## src/verilog/trap_state_pkg.sv

```systemverilog
// Notes on behaviour
// - software scratch word, full width, read/write
// - return pc bit 0 always zero
// - fixed 32-bit alignment zeroes return pc bits 1:0
// - switchable alignment at 32 masks bit 1 on read
// - masked bit 1 still stored, reappears later
// - return pc holds every valid address
// - trap loads return pc, otherwise only software
// - trap writes cause, otherwise only software
// - cause top bit set for interrupts only
// - cause code stores supported code width only
// - interrupt codes 1,3,5,7,9,11
// - exception codes 0..7, page faults 12,13,15
// - environment call codes 8, 9, 11
// - never produce reserved exception codes
// - loads use load codes, stores/atomics store codes
// - fixed synchronous exception priority order
// - translation fault ranks above physical access fault
// - data misaligned rank chosen by parameter
// - misaligned target lowest of instruction address faults
// - all breakpoint kinds report code 3
// - privilege violations report illegal instruction code
// - machine interrupt priority external, software, timer
//
// shared constants for the machine trap state block.
// assumes a 32-bit classic bus slave and a 64-bit register model.
package trap_state_pkg;

  localparam int        ADR_W          = 8;     // byte address width on the bus
  localparam int        CODE_W         = 6;     // stored exception code width
  // register byte offsets, one 32-bit word each
  localparam [7:0]      OFS_SCRATCH_LO = 8'h00;
  localparam [7:0]      OFS_SCRATCH_HI = 8'h04;
  localparam [7:0]      OFS_EPC_LO     = 8'h08;
  localparam [7:0]      OFS_EPC_HI     = 8'h0c;
  localparam [7:0]      OFS_CAUSE_LO   = 8'h10;
  localparam [7:0]      OFS_CAUSE_HI   = 8'h14;
  localparam [7:0]      OFS_CTRL       = 8'h18;
  localparam int        CTRL_ALIGN16   = 0;     // control bit: 16-bit alignment on
  // values after reset
  localparam [63:0]     RST_SCRATCH    = 64'h0;
  localparam [63:0]     RST_EPC        = 64'h0;
  localparam [5:0]      RST_CODE       = 6'h0;
  localparam            RST_IRQ        = 1'b0;
  localparam            RST_ALIGN16    = 1'b1;
  // interrupt cause codes
  localparam [5:0]      CODE_S_SOFT    = 6'h01;
  localparam [5:0]      CODE_M_SOFT    = 6'h03;
  localparam [5:0]      CODE_S_TIMER   = 6'h05;
  localparam [5:0]      CODE_M_TIMER   = 6'h07;
  localparam [5:0]      CODE_S_EXT     = 6'h09;
  localparam [5:0]      CODE_M_EXT     = 6'h0b;
  // exception cause codes
  localparam [5:0]      CODE_FETCH_MIS = 6'h00;
  localparam [5:0]      CODE_FETCH_AF  = 6'h01;
  localparam [5:0]      CODE_ILLEGAL   = 6'h02;
  localparam [5:0]      CODE_BREAK     = 6'h03;
  localparam [5:0]      CODE_LOAD_MIS  = 6'h04;
  localparam [5:0]      CODE_LOAD_AF   = 6'h05;
  localparam [5:0]      CODE_STORE_MIS = 6'h06;
  localparam [5:0]      CODE_STORE_AF  = 6'h07;
  localparam [5:0]      CODE_ECALL_U   = 6'h08;
  localparam [5:0]      CODE_ECALL_S   = 6'h09;
  localparam [5:0]      CODE_ECALL_M   = 6'h0b;
  localparam [5:0]      CODE_FETCH_PF  = 6'h0c;
  localparam [5:0]      CODE_LOAD_PF   = 6'h0d;
  localparam [5:0]      CODE_STORE_PF  = 6'h0f;
  // privilege encodings of the calling mode
  localparam [1:0]      PRIV_U         = 2'h0;
  localparam [1:0]      PRIV_S         = 2'h1;

  // byte-lane merge of a bus write into a stored word
  function automatic logic [31:0] merge_lanes(input logic [31:0] old_w,
                                              input logic [31:0] new_w,
                                              input logic [3:0]  sel);
    logic [31:0] res;
    res = old_w;
    for (int b = 0; b < 4; b++)
    begin
      if (sel[b])
        res[8*b +: 8] = new_w[8*b +: 8];
    end
    return res;
  endfunction : merge_lanes

endpackage : trap_state_pkg

```

## src/verilog/irq_priority_sel.sv

```systemverilog
// fixed-priority pick among the six standard interrupt sources.
// assumes pending bits are already enabled and routed to machine mode.
`timescale 1ns/10ps
module irq_priority_sel
  import trap_state_pkg::*;
(
  input  wire logic              machine_external_irq_i,
  input  wire logic              machine_software_irq_i,
  input  wire logic              machine_timer_irq_i,
  input  wire logic              supervisor_external_irq_i,
  input  wire logic              supervisor_software_irq_i,
  input  wire logic              supervisor_timer_irq_i,
  output logic                   irq_valid_o,
  output logic [CODE_W-1:0]      irq_code_o
);

  // external before software before timer, machine before supervisor
  always_comb
  begin
    irq_valid_o = 1'b1;
    if (machine_external_irq_i)            irq_code_o = CODE_M_EXT;
    else if (machine_software_irq_i)       irq_code_o = CODE_M_SOFT;
    else if (machine_timer_irq_i)          irq_code_o = CODE_M_TIMER;
    else if (supervisor_external_irq_i)    irq_code_o = CODE_S_EXT;
    else if (supervisor_software_irq_i)    irq_code_o = CODE_S_SOFT;
    else if (supervisor_timer_irq_i)       irq_code_o = CODE_S_TIMER;
    else
    begin
      irq_valid_o = 1'b0;                  // nothing pending
      irq_code_o  = RST_CODE;
    end
  end

endmodule : irq_priority_sel

```

## src/verilog/exc_priority_sel.sv

```systemverilog
// picks one synchronous exception when an instruction raises several.
// assumes the pipeline flags every fault of the same instruction at once.
`timescale 1ns/10ps
module exc_priority_sel
  import trap_state_pkg::*;
#(
  parameter bit MISALIGN_FIRST = 1'b1     // data misaligned above data faults
)
(
  input  wire logic              fetch_breakpoint_i,
  input  wire logic              fetch_walk_page_fault_i,
  input  wire logic              fetch_walk_access_fault_i,
  input  wire logic              fetch_access_fault_i,
  input  wire logic              illegal_i,
  input  wire logic              priv_violation_i,
  input  wire logic              target_misaligned_i,
  input  wire logic              ecall_i,
  input  wire logic [1:0]        ecall_mode_i,
  input  wire logic              env_break_i,
  input  wire logic              data_breakpoint_i,
  input  wire logic              mem_is_store_i,
  input  wire logic              mem_misaligned_i,
  input  wire logic              mem_walk_page_fault_i,
  input  wire logic              mem_walk_access_fault_i,
  input  wire logic              mem_access_fault_i,
  output logic                   exc_valid_o,
  output logic [CODE_W-1:0]      exc_code_o
);

  // store, conditional store and atomics share store codes
  logic [CODE_W-1:0] c_mis, c_pf, c_af;   // load or store flavour
  logic [CODE_W-1:0] c_ecall;             // by calling mode

  // one chain in table order; only standard codes can leave it
  always_comb
  begin
    c_mis   = mem_is_store_i ? CODE_STORE_MIS : CODE_LOAD_MIS;
    c_pf    = mem_is_store_i ? CODE_STORE_PF  : CODE_LOAD_PF;
    c_af    = mem_is_store_i ? CODE_STORE_AF  : CODE_LOAD_AF;
    c_ecall = (ecall_mode_i == PRIV_U) ? CODE_ECALL_U :
              (ecall_mode_i == PRIV_S) ? CODE_ECALL_S : CODE_ECALL_M;
    exc_valid_o = 1'b1;
    if (fetch_breakpoint_i)                 exc_code_o = CODE_BREAK;
    else if (fetch_walk_page_fault_i)       exc_code_o = CODE_FETCH_PF;
    else if (fetch_walk_access_fault_i)     exc_code_o = CODE_FETCH_AF;
    else if (fetch_access_fault_i)          exc_code_o = CODE_FETCH_AF;
    else if (illegal_i || priv_violation_i) exc_code_o = CODE_ILLEGAL;
    else if (target_misaligned_i)           exc_code_o = CODE_FETCH_MIS;
    else if (ecall_i)                       exc_code_o = c_ecall;
    else if (env_break_i)                   exc_code_o = CODE_BREAK;
    else if (data_breakpoint_i)             exc_code_o = CODE_BREAK;
    else if (MISALIGN_FIRST && mem_misaligned_i) exc_code_o = c_mis;
    else if (mem_walk_page_fault_i)         exc_code_o = c_pf;
    else if (mem_walk_access_fault_i)       exc_code_o = c_af;
    else if (mem_access_fault_i)            exc_code_o = c_af;
    else if (mem_misaligned_i)              exc_code_o = c_mis;
    else
    begin
      exc_valid_o = 1'b0;
      exc_code_o  = RST_CODE;
    end
  end

endmodule : exc_priority_sel

```

## src/verilog/machine_trap_state_regs.sv

```systemverilog
// machine trap state: scratch, trap return pc and trap cause registers,
// reached over a classic 32-bit bus slave, loaded by the pipeline on traps.
// assumes the pipeline pulses trap_take_i for one cycle per trap taken.
`timescale 1ns/10ps
module machine_trap_state_regs
  import trap_state_pkg::*;
#(
  parameter int XLEN           = 64,    // machine_register_width, 32 or 64
  parameter bit ALIGN_SWITCH   = 1'b1,  // 16/32 alignment can switch
  parameter bit MISALIGN_FIRST = 1'b1   // data misaligned above data faults
)
(
  input  wire logic              clk_i,
  input  wire logic              rst_i,
  // classic bus slave
  input  wire logic              wb_cyc_i,
  input  wire logic              wb_stb_i,
  input  wire logic              wb_we_i,
  input  wire logic [ADR_W-1:0]  wb_adr_i,
  input  wire logic [3:0]        wb_sel_i,
  input  wire logic [31:0]       wb_dat_i,
  output logic [31:0]            wb_dat_o,
  output logic                   wb_ack_o,
  // pipeline side: trap entry
  input  wire logic              trap_take_i,
  input  wire logic [XLEN-1:0]   trap_pc_i,
  // pending interrupts destined for machine mode
  input  wire logic              machine_external_irq_i,
  input  wire logic              machine_software_irq_i,
  input  wire logic              machine_timer_irq_i,
  input  wire logic              supervisor_external_irq_i,
  input  wire logic              supervisor_software_irq_i,
  input  wire logic              supervisor_timer_irq_i,
  // synchronous exception flags of the retiring instruction
  input  wire logic              fetch_breakpoint_i,
  input  wire logic              fetch_walk_page_fault_i,
  input  wire logic              fetch_walk_access_fault_i,
  input  wire logic              fetch_access_fault_i,
  input  wire logic              illegal_i,
  input  wire logic              priv_violation_i,
  input  wire logic              target_misaligned_i,
  input  wire logic              ecall_i,
  input  wire logic [1:0]        ecall_mode_i,
  input  wire logic              env_break_i,
  input  wire logic              data_breakpoint_i,
  input  wire logic              mem_is_store_i,
  input  wire logic              mem_misaligned_i,
  input  wire logic              mem_walk_page_fault_i,
  input  wire logic              mem_walk_access_fault_i,
  input  wire logic              mem_access_fault_i,
  // pipeline side: results
  output logic                   trap_request_o,
  output logic [XLEN-1:0]        return_pc_o
);

  // refuse widths the register model cannot hold
  if (!(XLEN == 32 || XLEN == 64))
  begin : g_xlen_check
    $error("XLEN must be 32 or 64");
  end

  // bits beyond the configured width stay zero
  localparam [63:0] XMASK = (XLEN == 64) ? 64'hffff_ffff_ffff_ffff
                                         : 64'h0000_0000_ffff_ffff;
  localparam int    IRQ_BIT = XLEN - 1;   // interrupt flag is the sign bit

  // widen a pipeline pc to the 64-bit model
  function automatic logic [63:0] widen(input logic [XLEN-1:0] v);
    logic [63:0] r;
    r = 64'h0;
    r[XLEN-1:0] = v;
    return r;
  endfunction : widen

  // apply a bus write to one half of a 64-bit register
  function automatic logic [63:0] write_half(input logic [63:0] old_v,
                                             input logic        hi,
                                             input logic [31:0] d,
                                             input logic [3:0]  sel);
    logic [63:0] r;
    r = old_v;
    if (hi)
      r[63:32] = merge_lanes(old_v[63:32], d, sel);
    else
      r[31:0]  = merge_lanes(old_v[31:0], d, sel);
    return r & XMASK;
  endfunction : write_half

  // trap cause selection
  logic              irq_valid;            // some interrupt pending
  logic [CODE_W-1:0] irq_code;             // winning interrupt code
  logic              exc_valid;            // some exception flagged
  logic [CODE_W-1:0] exc_code;             // winning exception code

  irq_priority_sel u_irq_sel (
    .machine_external_irq_i    (machine_external_irq_i),
    .machine_software_irq_i    (machine_software_irq_i),
    .machine_timer_irq_i       (machine_timer_irq_i),
    .supervisor_external_irq_i (supervisor_external_irq_i),
    .supervisor_software_irq_i (supervisor_software_irq_i),
    .supervisor_timer_irq_i    (supervisor_timer_irq_i),
    .irq_valid_o               (irq_valid),
    .irq_code_o                (irq_code)
  );

  exc_priority_sel #(
    .MISALIGN_FIRST (MISALIGN_FIRST)
  ) u_exc_sel (
    .fetch_breakpoint_i        (fetch_breakpoint_i),
    .fetch_walk_page_fault_i   (fetch_walk_page_fault_i),
    .fetch_walk_access_fault_i (fetch_walk_access_fault_i),
    .fetch_access_fault_i      (fetch_access_fault_i),
    .illegal_i                 (illegal_i),
    .priv_violation_i          (priv_violation_i),
    .target_misaligned_i       (target_misaligned_i),
    .ecall_i                   (ecall_i),
    .ecall_mode_i              (ecall_mode_i),
    .env_break_i               (env_break_i),
    .data_breakpoint_i         (data_breakpoint_i),
    .mem_is_store_i            (mem_is_store_i),
    .mem_misaligned_i          (mem_misaligned_i),
    .mem_walk_page_fault_i     (mem_walk_page_fault_i),
    .mem_walk_access_fault_i   (mem_walk_access_fault_i),
    .mem_access_fault_i        (mem_access_fault_i),
    .exc_valid_o               (exc_valid),
    .exc_code_o                (exc_code)
  );

  // tells the pipeline a trap is due; handshake, so combinational
  assign trap_request_o = irq_valid | exc_valid;

  // register state
  logic [63:0]       scratch_reg, scratch_next;   // software scratch
  logic [63:0]       epc_reg, epc_next;           // stored return pc
  logic              cause_irq_reg, cause_irq_next;   // interrupt flag
  logic [CODE_W-1:0] cause_code_reg, cause_code_next; // exception code
  logic              align16_reg, align16_next;   // 16-bit alignment on
  logic              ack_reg, ack_next;           // bus answer
  logic [31:0]       rdat_reg, rdat_next;         // bus read data
  logic [63:0]       ret_pc_reg, ret_pc_next;     // pc for the return

  // bus decode helpers
  logic              bus_req;                     // new request seen
  logic              wr_hit;                      // write being taken
  logic [63:0]       epc_view;                    // return pc as read
  logic [63:0]       cause_view;                  // cause as read

  // a request is taken once: ack_reg blocks the second cycle
  assign bus_req = wb_cyc_i & wb_stb_i & ~ack_reg;
  assign wr_hit  = bus_req & wb_we_i;

  // read view of the return pc with alignment masking
  always_comb
  begin
    epc_view = epc_reg;
    epc_view[0] = 1'b0;
    if (!ALIGN_SWITCH)
      epc_view[1] = 1'b0;
    else if (!align16_reg)
      epc_view[1] = 1'b0;
    epc_view = epc_view & XMASK;
  end

  // read view of the cause: flag in the sign bit, code in the low bits
  always_comb
  begin
    cause_view = 64'h0;
    cause_view[CODE_W-1:0] = cause_code_reg;
    cause_view[IRQ_BIT]    = cause_irq_reg;
  end

  // next value of the scratch register: software writes only
  always_comb
  begin
    scratch_next = scratch_reg;
    if (wr_hit && wb_adr_i == OFS_SCRATCH_LO)
      scratch_next = write_half(scratch_reg, 1'b0, wb_dat_i, wb_sel_i);
    else if (wr_hit && wb_adr_i == OFS_SCRATCH_HI)
      scratch_next = write_half(scratch_reg, 1'b1, wb_dat_i, wb_sel_i);
    // traps and returns leave it alone
  end

  // next value of the return pc; a trap in the same cycle wins over
  // a software write, since the trap is the later architectural event
  always_comb
  begin
    epc_next = epc_reg;
    if (trap_take_i)
      epc_next = widen(trap_pc_i);
    else if (wr_hit && wb_adr_i == OFS_EPC_LO)
      epc_next = write_half(epc_reg, 1'b0, wb_dat_i, wb_sel_i);
    else if (wr_hit && wb_adr_i == OFS_EPC_HI)
      epc_next = write_half(epc_reg, 1'b1, wb_dat_i, wb_sel_i);
    // full width kept, so any valid address fits
    epc_next[0] = 1'b0;
    if (!ALIGN_SWITCH)
      epc_next[1] = 1'b0;
    // with switching, bit 1 is stored as written
  end

  // next value of the cause register
  always_comb
  begin
    logic [63:0] cw;                               // cause after bus write
    cw = cause_view;
    cause_irq_next  = cause_irq_reg;
    cause_code_next = cause_code_reg;
    if (trap_take_i)
    begin
      // interrupts are taken ahead of exceptions at a boundary
      cause_irq_next  = irq_valid;
      cause_code_next = irq_valid ? irq_code : exc_code;
    end
    else if (wr_hit && (wb_adr_i == OFS_CAUSE_LO || wb_adr_i == OFS_CAUSE_HI))
    begin
      cw = write_half(cause_view, wb_adr_i == OFS_CAUSE_HI, wb_dat_i, wb_sel_i);
      cause_irq_next  = cw[IRQ_BIT];
      // upper code bits are dropped, any code that fits CODE_W bits sticks
      cause_code_next = cw[CODE_W-1:0];
    end
  end

  // next value of the alignment control bit
  always_comb
  begin
    align16_next = align16_reg;
    if (wr_hit && wb_adr_i == OFS_CTRL && wb_sel_i[0])
      align16_next = wb_dat_i[CTRL_ALIGN16];
    if (!ALIGN_SWITCH)
      align16_next = 1'b0;                         // fixed 32-bit alignment
  end

  // bus answer and read data: one wait state, unmapped reads give zero
  always_comb
  begin
    ack_next  = bus_req;
    rdat_next = rdat_reg;
    if (bus_req)
    begin
      if (wb_adr_i == OFS_SCRATCH_LO)      rdat_next = scratch_reg[31:0];
      else if (wb_adr_i == OFS_SCRATCH_HI) rdat_next = scratch_reg[63:32];
      else if (wb_adr_i == OFS_EPC_LO)     rdat_next = epc_view[31:0];
      else if (wb_adr_i == OFS_EPC_HI)     rdat_next = epc_view[63:32];
      else if (wb_adr_i == OFS_CAUSE_LO)   rdat_next = cause_view[31:0];
      else if (wb_adr_i == OFS_CAUSE_HI)   rdat_next = cause_view[63:32];
      else if (wb_adr_i == OFS_CTRL)
      begin
        rdat_next = 32'h0;
        rdat_next[CTRL_ALIGN16] = align16_reg;
      end
      else
        rdat_next = 32'h0;                          // unmapped: acked, zero
    end
  end

  // return pc as seen by the trap return instruction, same masking
  always_comb
  begin
    ret_pc_next = epc_view;
  end

  // registers, one block per group
  // synchronous reset to constants
  // no logic in these blocks

  // scratch word
  // only the bus writes it
  always_ff @(posedge clk_i)
  begin
    if (rst_i)
      scratch_reg <= RST_SCRATCH;
    else
      scratch_reg <= scratch_next;
  end

  // stored return pc
  // bit 1 kept while masked
  always_ff @(posedge clk_i)
  begin
    if (rst_i)
      epc_reg <= RST_EPC;
    else
      epc_reg <= epc_next;
  end

  // cause flag and code
  // written together on a trap
  // or by a bus write
  always_ff @(posedge clk_i)
  begin
    if (rst_i)
    begin
      cause_irq_reg  <= RST_IRQ;
      cause_code_reg <= RST_CODE;
    end
    else
    begin
      cause_irq_reg  <= cause_irq_next;
      cause_code_reg <= cause_code_next;
    end
  end

  // alignment control
  // stuck at 32-bit if no switch
  always_ff @(posedge clk_i)
  begin
    if (rst_i)
      align16_reg <= RST_ALIGN16 & ALIGN_SWITCH;
    else
      align16_reg <= align16_next;
  end

  // bus answer and read data
  // ack blocks a held strobe
  always_ff @(posedge clk_i)
  begin
    if (rst_i)
    begin
      ack_reg  <= 1'b0;
      rdat_reg <= 32'h0;
    end
    else
    begin
      ack_reg  <= ack_next;
      rdat_reg <= rdat_next;
    end
  end

  // return pc port
  // keeps masking off the pipe path
  always_ff @(posedge clk_i)
  begin
    if (rst_i)
      ret_pc_reg <= RST_EPC;
    else
      ret_pc_reg <= ret_pc_next;
  end

  // outputs straight from flip-flops
  assign wb_ack_o    = ack_reg;
  assign wb_dat_o    = rdat_reg;
  assign return_pc_o = ret_pc_reg[XLEN-1:0];

endmodule : machine_trap_state_regs

```

## config.mk

```make
export PLATFORM = sky130hd
export DESIGN_NAME = machine_trap_state_regs
export DESIGN_NICKNAME = d
export VERILOG_FILES = /design/src/verilog/trap_state_pkg.sv /design/src/verilog/irq_priority_sel.sv /design/src/verilog/exc_priority_sel.sv /design/src/verilog/machine_trap_state_regs.sv
export SDC_FILE = /design/constraint.sdc
export NUM_CORES = 1
export LEC_CHECK = 0
export BUFFER_PORTS_ARGS = -buffer_cell sky130_fd_sc_hd__buf_2
export CELL_PAD_IN_SITES_DETAIL_PLACEMENT = 0
export CELL_PAD_IN_SITES_GLOBAL_PLACEMENT = 1
export CORE_MARGIN = 4
export CORE_UTILIZATION = 30
export CTS_CLUSTER_SIZE = 30
export DETAILED_ROUTE_END_ITERATION = 8
export GPL_TIMING_DRIVEN = 0
export PLACE_DENSITY_LB_ADDON = 0.25
export REMOVE_ABC_BUFFERS = 1
export SYNTH_ARGS = -nofsm -noshare
export SYNTH_HDL_FRONTEND = slang
export SYNTH_SLANG_ARGS = --single-unit
```

## constraint.sdc

```tcl
create_clock -name clk_i -period 2.6 [get_ports clk_i]
set_clock_uncertainty 0.1 [all_clocks]
set_input_delay 0.13 -clock clk_i [delete_from_list [all_inputs] [get_ports clk_i]]
set_output_delay 0.13 -clock clk_i [all_outputs]
set_load 0.1 [all_outputs]
```

==> out/results.txt <==
Post-Layout Cell Count -> 1798
PortBufs -> 232
syn_area_per_cell -> 9.096 µm²
Hold Path End -> wb_dat_o[21]
Most used DFF post-synth -> dfxtp_1
CP Launch Type -> flip-flop
clk slew on worst S/H paths -> 60 ps
worst reg2reg setup slack -> 170 ps
fraction of synthesized cell area taken by the top area cell type -> 48.28%
vias in the first global route -> 9174
pwr dens -> 688.7 nW/µm²
internal power contribution -> 6.658 mW
average wire per standard cell -> 18.41 µm
Initial Util -> 30.35%
FFs w/ async S/R, synth -> 0%
Gate power share -> 16.2%
CTS buffer count -> 27
RSZ-0062 raised after global routing -> true
Die W -> 186.7 µm
WHS Path Cells -> 5
crit share post-route -> 93.62%
vias per std cell -> 4.997
final WL -> 33.10 mm
clk buf depth -> 3
R2R Path Start -> wb_ack_o
max_slew headroom -> 26.59%
Setup violations, final -> 0
largest fanout on the critical path -> 15
fin crit period -> 2434 ps
Fmax -> 0.4108 GHz
Post-DP HPWL -> 20.64 mm
P_leak -> 5.520 nW
number of synthesized flops with an enable pin -> 0
Routed Antenna Nets -> 0
Seq/Total Area, Yosys -> 48.28%
CTS H-tree depth -> 1
clock root buffer -> clkbuf_16
Setup crit end kind -> flip-flop
synth cell count leaders -> dfxtp_1, nor2_1, nand2_1
num ports -> 235
total negative setup slack -> 0 ps
Post-Synthesis Cells -> 1053
Mapped Area -> 9578 µm²
# DRC -> 0
area leader, netlist -> dfxtp_1
cell with the most instances after synthesis -> dfxtp_1
Final Hold Viols -> 0
GP Congestion -> 0.7345
Slew @ Worst Pin -> 1101 ps
row count -> 65
drt pass-1 iters -> 6
clock share of power -> 43.4%
first-pass GRT wire length -> 52.44 mm
max-slew violations -> 0
Layout Nets -> 1511
worst setup path category -> flip-flop to flip-flop
largest cells by area after synthesis -> dfxtp_1, mux2i_1, nor2_1
fill count -> 3173
Critical Path RT -> 2880 ps
clk_lat worst skew -> 530 ps
area growth from synthesis to layout -> 41.44%
total number of vias -> 8985
Worst R2R Path Depth -> 8
design area -> 13550 µm²
Sink Count -> 231
Initial DRC Count -> 359
Yosys reg bits -> 231
count of cell types in the netlist -> 47
Worst Hold Launch -> wb_stb_i
outcome -> finished, final reports clean
Ys Warns -> 0
Tot Pwr -> 9.330 mW
path category of the worst min-delay check -> input port to flip-flop
Core Area -> 31560 µm²
initial antenna violation count -> 4
share of cells above drive strength 1 -> 25.97%
max reg flops -> 64
Arrival @ worst endpoint -> 2710 ps
Seq pwr share -> 40.4%
Die Span Y -> 186.7 µm
grt ovf -> 0
GRT Resource Usage Total -> 18.43%
max cap viols -> 0
reg2reg end -> epc_reg[41]
worst vdd ir -> 0.4538 mV
cell count after placement -> 1621
TritonCTS clock tree -> yes
Placed Area -> 11190 µm²
die area -> 34850 µm²
largest net degree at the start of global routing -> 127
Switching Fraction -> 28.64%
Psw -> 2.672 mW
## logic make-up after synthesis
family,Yosys count,synth area share (%)
buffers and inverters,86,3.540
AND/OR/NAND/NOR,436,22.76
multiplexers,92,9.993
other,1,0.03915
AO/OA/AOI/OAI,207,15.39
flip-flops,231,48.28
## worst max-delay path by stage
stage / from / to / slack [ps] / cells past startpoint
floorplan: wb_ack_o / epc_reg[32] / -1880 / 5
global placement: wb_cyc_i / epc_reg[32] / -4770 / 6
detailed placement: wb_ack_o / epc_reg[32] / -900 / 7
CTS: wb_adr_i[2] / epc_reg[32] / 30 / 6
global route: wb_ack_o / epc_reg[42] / -6 / 8
finish: wb_ack_o / epc_reg[41] / 170 / 8
## worst max-delay path: stages, from the launching register on
cell,delay (ps)
dfxtp_1,340
nand3b_1,250
buf_8,220
buf_8,170
nor4_4,260
buf_4,220
a31oi_2,280
a221oi_1,330
nor3_1,80
## routing by layer
| metal | wire length (µm) | part of all wire [%] | vias to the layer above | global-route usage, % |
|---|---|---|---|---|
| met5 | 20 | 0.060 | - | 0 |
| met2 | 15580 | 47 | 220 | 31.48 |
| met3 | 1631 | 4.9 | 52 | 3.236 |
| met1 | 15200 | 46 | 4280 | 24.42 |
| li1 | - | - | 4429 | - |
| met4 | 665 | 2.0 | 4 | 4.295 |
## what timing repair did
item | CTS | global route
hold buffers | 112 | 0
gates resized for setup | 10 | 8
buffers inserted | 11 | 2
endpoints found under the setup margin | 107 | 33
pin swaps | 5 | 4
hold endpoints to repair | 162 | 0
## per-stage QoR
| stage | hold slack (ps) | util [%] | setup slack, ps |
|---|---|---|---|
| 2_1_floorplan | 96.69 | - | -1876 |
| 3_3_place_gp | 306.4 | 34.68 | -4775 |
| 3_5_place_dp | 303.9 | 35.45 | -896.5 |
| 4_1_cts | 2.935 | 42.57 | 25.53 |
| 5_1_grt | 11.85 | 42.93 | -5.767 |
| 6_report | 9.321 | 42.93 | 165.9 |
## cells in the final DEF, fill, tap and decap left out, drive strengths merged, types with 2 or more instances in the layout
cell	instances
nand4	3
and3	3
nor2b	65
nor3	79
dlygate4sd3	112
nand2b	4
dfxtp	231
bufinv	5
nor2	160
clkbuf	33
clkinv	10
clkinvlp	2
a31oi	15
nor4	12
nor4b	2
inv	11
nand3b	3
o22ai	5
mux2	29
buf	254
mux2i	63
or4	3
a21oi	38
o31ai	2
nand2	87
o21ai	13
diode	2
and2	2
nand3	4
a221oi	43
a22oi	34
a211oi	52
nor3b	2
or3	5
## cell type report
| class | instances | area, µm² | share of cell area (%) |
|---|---|---|---|
| sequential | 231 | 4624 | 34.14 |
| inverter | 11 | 41.29 | 0.3048 |
| multi-input combinational | 736 | 4776 | 35.25 |
| clock buffer | 32 | 734.5 | 5.422 |
| clock inverter | 17 | 215.2 | 1.589 |
| timing repair buffer | 367 | 2648 | 19.54 |
| antenna | 2 | 5.005 | 0.03694 |
| tap | 402 | 503.0 | 3.713 |
## power by group through the flow
stage	logic, mW	clock network [mW]	registers [mW]
floorplan	0.355	0	4.37
global placement	1.35	0	3.84
detailed placement	1.37	0	3.85
CTS	1.52	4.16	3.77
global route	1.62	4.31	3.78
finish	1.52	4.05	3.77
Note: power is estimated with default switching activity, not from simulation.
